$ cat src/design/bad_pkg.sv
// package of constants and types for the byte alu datapath
package bad_pkg;
	// instruction register offsets (byte addresses)
	localparam logic [7:0] OFS_CMD    = 8'h00;
	localparam logic [7:0] OFS_ACC    = 8'h04;
	localparam logic [7:0] OFS_FLAGS  = 8'h08;
	localparam logic [7:0] OFS_FILE   = 8'h0C;
	localparam logic [7:0] OFS_FADDR  = 8'h10;
	localparam logic [7:0] OFS_STAT   = 8'h14;
	// command word fields
	localparam int CMD_OP_LSB  = 0;
	localparam int CMD_DST_BIT = 4;
	localparam int CMD_BIT_LSB = 5;
	localparam int CMD_K_LSB   = 8;
	localparam int CMD_F_LSB   = 16;
	// flag bit positions in the arithmetic flags register
	localparam int FLG_CARRY = 0;
	localparam int FLG_DC    = 1;
	localparam int FLG_ZERO  = 2;
	// reset values
	localparam logic [7:0] ACC_RST   = 8'h00;
	localparam logic [7:0] FLAGS_RST = 8'h00;
	localparam logic [7:0] FILE_RST  = 8'h00;
	// operation codes
	typedef enum logic [3:0] {
		OP_NOP     = 4'h0,
		OP_ADD_LIT = 4'h1,
		OP_ADD_REG = 4'h2,
		OP_AND_LIT = 4'h3,
		OP_AND_REG = 4'h4,
		OP_BIT_CLR = 4'h5,
		OP_BIT_SET = 4'h6,
		OP_BIT_TST = 4'h7
	} bad_op_t;
	// one-hot execution states
	typedef enum logic [2:0] {
		ST_IDLE = 3'b001,
		ST_EXEC = 3'b010,
		ST_SKIP = 3'b100
	} bad_state_t;
endpackage : bad_pkg

$ cat src/design/bad_file_if.sv
// interface carrying file register port signals between datapath and memory
`timescale 1ns/1ps
`default_nettype none
interface bad_file_if #(parameter int AW = 7);
	logic [AW-1:0] addr;
	logic          wrEn;
	logic [7:0]    wrData;
	logic [7:0]    rdData;
	modport master (output addr, output wrEn, output wrData, input rdData);
	modport mem    (input addr, input wrEn, input wrData, output rdData);
endinterface : bad_file_if
`default_nettype wire

$ cat src/design/bad_file_mem.sv
// file register memory with registered read data
`timescale 1ns/1ps
`default_nettype none
module bad_file_mem #(
	parameter int DEPTH = 128
) (
	// clock
	input wire logic clk,
	// memory port
	bad_file_if.mem  port
);
	logic [7:0] memArr [DEPTH];
	logic [7:0] rdData_ff;

	// write and registered read; no reset so it maps onto ram
	always_ff @(posedge clk) begin
		if (port.wrEn) begin
			memArr[port.addr] <= port.wrData;
		end
		// single port: a write is also what the next read returns
		rdData_ff <= port.wrEn ? port.wrData : memArr[port.addr];
	end
	assign port.rdData = rdData_ff;
endmodule : bad_file_mem
`default_nettype wire

$ cat src/design/bad_datapath.sv
// byte alu and bit operation datapath behind an ahb-lite slave
`timescale 1ns/1ps
`default_nettype none
// What this block does
// - add literal adds 8-bit immediate to accumulator, updates carry, dc, zero
// - add register sums accumulator and file; dest 0 accumulator, 1 file
// - and literal ands immediate into accumulator, only zero flag changes
// - and register ands file, routed by dest select, only zero changes
// - bit clear zeroes selected bit of file register, flags untouched
// - bit set forces selected bit of file register to one, no flags
// - bit test skips next instruction when bit clear, taking two cycles
module bad_datapath
	import bad_pkg::*;
#(
	parameter int FILE_DEPTH = 128
) (
	// clock and reset
	input  wire logic        clk,
	input  wire logic        rst_n,
	// ahb-lite slave
	input  wire logic        hsel,
	input  wire logic [31:0] haddr,
	input  wire logic [1:0]  htrans,
	input  wire logic        hwrite,
	input  wire logic [2:0]  hsize,
	input  wire logic [31:0] hwdata,
	input  wire logic        hready,
	output logic      [31:0] hrdata,
	output logic             hreadyout,
	output logic             hresp,
	// datapath state
	output logic      [7:0]  accOut,
	output logic      [7:0]  flagsOut,
	output logic             skipNext
);
	localparam int AW = $clog2(FILE_DEPTH);

	typedef struct packed {
		bad_state_t  state;
		logic        wrPend;
		logic        rdPend;
		logic [7:0]  addr;
		logic [31:0] cmd;
		logic [7:0]  acc;
		logic [7:0]  flags;
		logic [AW-1:0] fAddr;
		logic        skip;
		logic [31:0] rdata;
		logic        ready;
	} bad_regs_t;

	bad_regs_t r_ff;
	bad_regs_t nxt_r;
	bad_file_if #(.AW(AW)) fport ();

	bad_file_mem #(.DEPTH(FILE_DEPTH)) uMem (
		.clk  (clk),
		.port (fport.mem)
	);

	////////////////////////////////////////////////////////////////////////
	bad_op_t       op;
	logic          dst;
	logic [2:0]    bitSel;
	logic [7:0]    kLit;
	logic [AW-1:0] fSel;
	logic [7:0]    operB;
	logic [4:0]    lowSum;
	logic [8:0]    fullSum;
	logic [7:0]    result;
	logic          doAdd;
	logic          doAnd;

	// decode the latched command word
	always_comb begin
		op     = bad_op_t'(r_ff.cmd[CMD_OP_LSB +: 4]);
		dst    = r_ff.cmd[CMD_DST_BIT];
		bitSel = r_ff.cmd[CMD_BIT_LSB +: 3];
		kLit   = r_ff.cmd[CMD_K_LSB +: 8];
		fSel   = r_ff.cmd[CMD_F_LSB +: AW];
	end

	// shared adder: nibble sum gives the digit carry, full sum the carry
	always_comb begin
		operB   = (op == OP_ADD_LIT || op == OP_AND_LIT) ? kLit
			: fport.rdData;
		lowSum  = {1'b0, r_ff.acc[3:0]} + {1'b0, operB[3:0]};
		fullSum = {1'b0, r_ff.acc} + {1'b0, operB};
		doAdd   = (op == OP_ADD_LIT) || (op == OP_ADD_REG);
		doAnd   = (op == OP_AND_LIT) || (op == OP_AND_REG);
		result  = doAdd ? fullSum[7:0] : (r_ff.acc & operB);
	end

	////////////////////////////////////////////////////////////////////////
	// next state: bus slave plus one-cycle execute after the file read
	always_comb begin
		nxt_r          = r_ff;
		nxt_r.ready    = 1'b1;
		fport.addr     = r_ff.fAddr;
		fport.wrEn     = 1'b0;
		fport.wrData   = 8'h00;
		// data phase of a previous write
		if (r_ff.wrPend) begin
			nxt_r.wrPend = 1'b0;
			case (r_ff.addr)
				OFS_CMD: begin
					nxt_r.cmd   = hwdata;
					nxt_r.state = ST_EXEC;
					nxt_r.ready = 1'b0;
					nxt_r.skip  = 1'b0;
				end
				OFS_ACC:   nxt_r.acc   = hwdata[7:0];
				OFS_FLAGS: nxt_r.flags = hwdata[7:0];
				OFS_FADDR: nxt_r.fAddr = hwdata[AW-1:0];
				OFS_FILE: begin
					fport.wrEn   = 1'b1;
					fport.wrData = hwdata[7:0];
				end
				default: ;
			endcase
		end
		// a file address just written steers the memory at once
		fport.addr = nxt_r.fAddr;
		// file read: the registered memory word lands after one wait
		if (r_ff.rdPend) begin
			nxt_r.rdPend = 1'b0;
			nxt_r.rdata  = {24'h000000, fport.rdData};
		end
		// address phase, only while not stalled; register read data
		// here so that it already stands during the data phase
		if (hready && r_ff.ready && hsel && htrans[1]) begin
			nxt_r.addr   = haddr[7:0];
			nxt_r.wrPend = hwrite;
			if (hwrite) begin
				// a command holds its own data phase until executed
				if (haddr[7:0] == OFS_CMD) begin
					nxt_r.ready = 1'b0;
				end
			end else begin
				case (haddr[7:0])
					OFS_ACC:   nxt_r.rdata = {24'h000000, nxt_r.acc};
					OFS_FLAGS: nxt_r.rdata = {24'h000000, nxt_r.flags};
					OFS_FILE: begin
						nxt_r.rdPend = 1'b1;
						nxt_r.ready  = 1'b0;
					end
					OFS_FADDR: nxt_r.rdata = {{(32-AW){1'b0}}, nxt_r.fAddr};
					OFS_STAT:  nxt_r.rdata = {30'h0, nxt_r.skip,
						nxt_r.state != ST_IDLE};
					OFS_CMD:   nxt_r.rdata = nxt_r.cmd;
					default:   nxt_r.rdata = 32'h00000000;
				endcase
			end
		end
		// execute once the file operand has been read
		case (r_ff.state)
			ST_IDLE: ;
			ST_EXEC: begin
				fport.addr  = fSel;
				nxt_r.state = ST_SKIP;
				nxt_r.ready = 1'b0;
			end
			ST_SKIP: begin
				fport.addr  = fSel;
				nxt_r.state = ST_IDLE;
				case (op)
					OP_ADD_LIT, OP_AND_LIT: nxt_r.acc = result;
					OP_ADD_REG, OP_AND_REG: begin
						if (dst) begin
							fport.wrEn   = 1'b1;
							fport.wrData = result;
						end else begin
							nxt_r.acc = result;
						end
					end
					OP_BIT_CLR: begin
						fport.wrEn   = 1'b1;
						fport.wrData = fport.rdData & ~(8'h01 << bitSel);
					end
					OP_BIT_SET: begin
						fport.wrEn   = 1'b1;
						fport.wrData = fport.rdData | (8'h01 << bitSel);
					end
					OP_BIT_TST: nxt_r.skip = ~fport.rdData[bitSel];
					default: ;
				endcase
				// flags: and touches zero only, bit ops touch none
				if (doAdd || doAnd) begin
					nxt_r.flags[FLG_ZERO] = (result == 8'h00);
				end
				if (doAdd) begin
					nxt_r.flags[FLG_CARRY] = fullSum[8];
					nxt_r.flags[FLG_DC]    = lowSum[4];
				end
			end
			default: nxt_r.state = ST_IDLE;
		endcase
		if (!rst_n) begin
			nxt_r       = '0;
			nxt_r.state = ST_IDLE;
			nxt_r.acc   = ACC_RST;
			nxt_r.flags = FLAGS_RST;
			nxt_r.ready = 1'b1;
		end
	end

	// single register stage for the whole state
	always_ff @(posedge clk) begin
		r_ff <= nxt_r;
	end

	// outputs straight from flip-flops, except hresp, which is tied low
	assign hrdata    = r_ff.rdata;
	assign hreadyout = r_ff.ready;
	assign hresp     = 1'b0;
	assign accOut    = r_ff.acc;
	assign flagsOut  = r_ff.flags;
	assign skipNext  = r_ff.skip;
endmodule : bad_datapath
`default_nettype wire

$ cat config.mk
export PLATFORM = sky130hd
export DESIGN_NAME = bad_datapath
export DESIGN_NICKNAME = d
export VERILOG_FILES = /design/src/design/bad_pkg.sv /design/src/design/bad_file_if.sv /design/src/design/bad_file_mem.sv /design/src/design/bad_datapath.sv
export SDC_FILE = /design/constraint.sdc
export NUM_CORES = 1
export LEC_CHECK = 0
export ABC_AREA = 0
export BUFFER_PORTS_ARGS = -buffer_cell sky130_fd_sc_hd__clkbuf_2
export CAP_MARGIN = 10
export CELL_PAD_IN_SITES_DETAIL_PLACEMENT = 0
export CELL_PAD_IN_SITES_GLOBAL_PLACEMENT = 1
export CORE_MARGIN = 3
export CORE_UTILIZATION = 55
export CTS_BUF_LIST = sky130_fd_sc_hd__clkbuf_16
export CTS_CLUSTER_DIAMETER = 50
export DETAILED_ROUTE_END_ITERATION = 16
export GPL_TIMING_DRIVEN = 0
export PLACE_DENSITY_LB_ADDON = 0.1
export SKIP_CTS_REPAIR_TIMING = 1
export SYNTH_ARGS = -nofsm -noshare
export SYNTH_HDL_FRONTEND = slang
export SYNTH_HIERARCHICAL = 1
export SYNTH_SLANG_ARGS = --single-unit
$ cat constraint.sdc
create_clock -name clk -period 16.6 [get_ports clk]
set_input_delay 1.66 -clock clk [delete_from_list [all_inputs] [get_ports clk]]
set_output_delay 1.66 -clock clk [all_outputs]
set_load 0.02 [all_outputs]
==> summary.txt <==
Synthesis
  – Mapped Cells: 2271
  – Mean Syn Cell Area: 19.9 um^2
  – Largest area contributor in the netlist: edfxtp_1
  – Syn nets: 2356
  – Seq/Total Area, Yosys: 0.728
  – YS warnings: 6
  – Post-Syn Area: 0.0453 mm^2
  – Synth cell types: 67
  – Synth top area cells: edfxtp_1, mux4_2, dfxtp_1
  – EDFF count, synth: 1024
  – Yosys reg bits: 1133
  – Post-synth top area share: 0.679
  – Most used DFF post-synth: edfxtp_1
  – Fraction of registers with async set/reset: 0

Power
  – Cell Int Power: 4.69 mW
  – Power share of the combinational group: 0.006
  – Maximum vdd drop: 0.111 mV
  – Flop pwr share: 0.524
  – Sw Share: 0.198
  – Net Sw Power: 1.16 mW
  – Leak: 14.2 nW
  – Power Dens Cells: 113 mW/mm^2
  – Clock network fraction of total power: 0.469

Setup path
  – Critical-path cell list: clkbuf_1, buf_1, mux4_2, mux4_2, mux4_2, mux2_2, mux2_2, ha_1, and4_1, a211oi_1, o21ai_0, a31oi_1, a32oi_1, o2bb2ai_4, buf_16, buf_16, buf_16
  – CP Data Arrival Time: 8300 ps
  – Required time worst endpoint: 17130 ps
  – Worst Setup Start Kind: register
  – Top delay family on crit path: multiplexers
  – Critical path type: register to register
  – Slowest stage delay, CP: 990 ps
  – Setup crit end kind: register
  – WP buf/inv: 5
  – Worst-path maximum fanout: 32
  – Slowest cell on the critical path: clkbuf_1

STA
  – Fin. Hold Viols: 0
  – Worst-Margin Slew: 1320 ps
  – Crit path time final: 7770 ps
  – Slew headroom: 0.118
  – Worst Skew: 36.2 ps
  – Setup_tns: 0 ps
  – Max Fclk: 129 MHz
  – Setup violations, final: 0
  – Max-slew violation count: 0
  – RSZ-0062 raised after global routing: no
  – Fin crit share: 0.468

Global route
  – First-pass GRT wire length: 169 mm
  – Initial antenna violation count: 2
  – Vias in the first global route: 23900
  – Global Route Usage Sum: 0.277
  – Pin count of the biggest net entering global routing: 93
  – Total grt overflow: 0

Detailed routing
  – Vias per std cell: 6.49
  – Total Wirelength: 116 mm
  – 1st-pass router iterations: 6
  – Avg WL per Cell: 31.6 um
  – Drc violations: 0
  – Routed via count: 23900
  – Antenna-violating nets left: 0
  – Initial DRC count: 2723

Floorplanning
  – Die W: 293 um
  – Row cnt: 104
  – Core ar.: 0.0811 mm^2
  – Initial core utilization: 0.558
  – Die height: 293 um
  – Die area: 0.0858 mm^2
  – I/O pins: 125

Clocking
  – Clk root buf: clkbuf_16
  – Reg clk slew, reported paths: 60 ps
  – Clock sink total: 1133
  – Clk buf depth: 3
  – CTS tree: yes
  – H-tree level count: 4
  – Cts bufs inserted: 132
  – Clock Latency Late Sink: 720 ps

Layout
  – Fillers: 5527
  – Multi-input gate area: 0.0114 mm^2
  – Nets: 2607
  – Fin cells: 3681
  – Area grow syn2layout: 14.4%
  – Register area: 0.0329 mm^2
  – Design Area, Final: 0.0518 mm^2
  – Layout cells sized above 1: 0.302
  – Most frequent cells in the layout: edfxtp_1, mux4_2, nor2_1
  – Commonest non-fill, non-tap cell in the layout: edfxtp_1

Placed design
  – Dpl cells: 3447
  – DP Area: 0.0476 mm^2
  – Port bufs: 95
  – GP Congestion: 0.885
  – Post-DP HPWL: 78.3 mm

Hold path
  – Min-Delay Path Class: register to register
  – Hold_sp: r_ff[82]$_SDFF_PN0_

Run status
  – Status: finished, final reports clean

Run
  – Max Cap Violations: 0
[through the flow]
stage                     worst slack [ps]  hold WS, ps  utilization  power [mW]
final                                 8830          465        0.639        5.85
after global routing                  8580          484        0.638        6.02
after CTS                             8900          469        0.638        5.90
after detailed placement              9000          460        0.587        3.16
after global placement                2110          450        0.581        3.16
after floorplan                       7990          441            -        3.15
[per-layer routing]
layer	vias to the layer above	track usage	share of wire	wire length, um
li1	9787	-	-	-
met1	12700	0.399	0.40	46900
met5	-	0	0	0
met3	238	0.0484	0.081	9460
met4	0	0.102	0.036	4250
met2	1122	0.433	0.48	55800
[sequential cells by signal, indices dropped and copies added (netlist names), 3 cells and up, named ones only]
signal       flops
hrdata          32
accOut           8
uMem/memArr   1024
fSel             7
r_ff            29
kLit             8
op               4
flagsOut         8
bitSel           3
[cell type report]
cell class | count | share of cell area
Sequential cell | 1133 | 0.636
Tap cell | 1060 | 0.0256
Inverter | 14 | 0.00102
Multi-Input combinational cell | 955 | 0.221
Clock inverter | 94 | 0.0142
Clock buffer | 137 | 0.0662
Buffer | 169 | 0.0182
Timing Repair Buffer | 117 | 0.0175
Antenna cell | 2 | 0.0000967
[power by group through the flow]
stage          clock network (mW)  logic, mW  registers [mW]
3_5_place_dp                    0     0.0370            3.13
4_1_cts                      2.79     0.0372            3.07
6_report                     2.74     0.0374            3.07
2_1_floorplan                   0     0.0202            3.13
3_3_place_gp                    0     0.0361            3.13
5_1_grt                      2.91     0.0399            3.07
[worst register-to-register path: stages, from the launching register on]
cell and delay (ps):
dfxtp_1 380, clkbuf_1 990, buf_1 650, mux4_2 480, mux4_2 600, mux4_2 560
mux2_2 420, mux2_2 340, ha_1 320, and4_1 220, a211oi_1 410, o21ai_0 160
a31oi_1 490, a32oi_1 250, o2bb2ai_4 660, buf_16 250, buf_16 190, buf_16 210
[synthesized netlist by cell type, types with 7 or more instances]
master and n:
a21oi_1 17, a21oi_2 20, a22o_1 30, and3_1 7, buf_1 20, buf_2 23, buf_4 62, clkbuf_1 59
dfxtp_1 109, edfxtp_1 1024, ha_1 10, inv_1 14, mux2_2 16, mux2i_1 53, mux4_2 338, nand2_1 115
nand2b_1 8, nand3_1 17, nand4_1 7, nor2_1 173, nor2b_1 11, nor3_1 18, o21ai_0 11, o221ai_1 10
o22ai_1 14, o311a_1 9
[path summary, 6_finish.rpt]
path,to,slack (ps),depth (start not counted)
hold / removal,r_ff[82]$_SDFF_PN0_,470,2
hold reg to reg,r_ff[82]$_SDFF_PN0_,470,2
setup / recovery,uMem/memArr[89][5]$_DFFE_PP_,8830,17
setup reg to reg,uMem/memArr[89][5]$_DFFE_PP_,8830,17
[cells by family (layout without fill, tap and decap cells)]
| logic type | count (synthesis) | after routing | synth area share |
|---|---|---|---|
| xor gates and xnor gates | 7 | 7 | 0.00152 |
| and+or+nand+nor | 390 | 390 | 0.0384 |
| muxes | 407 | 407 | 0.184 |
| adders and majority gates | 11 | 11 | 0.00321 |
| buffers and inverters | 183 | 531 | 0.0219 |
| other | 1 | 3 | 0.0000828 |
| AOI/OAI and AO/OA | 139 | 139 | 0.0236 |
| DFF | 1133 | 1133 | 0.728 |
Power figures use the tool's default switching activity.
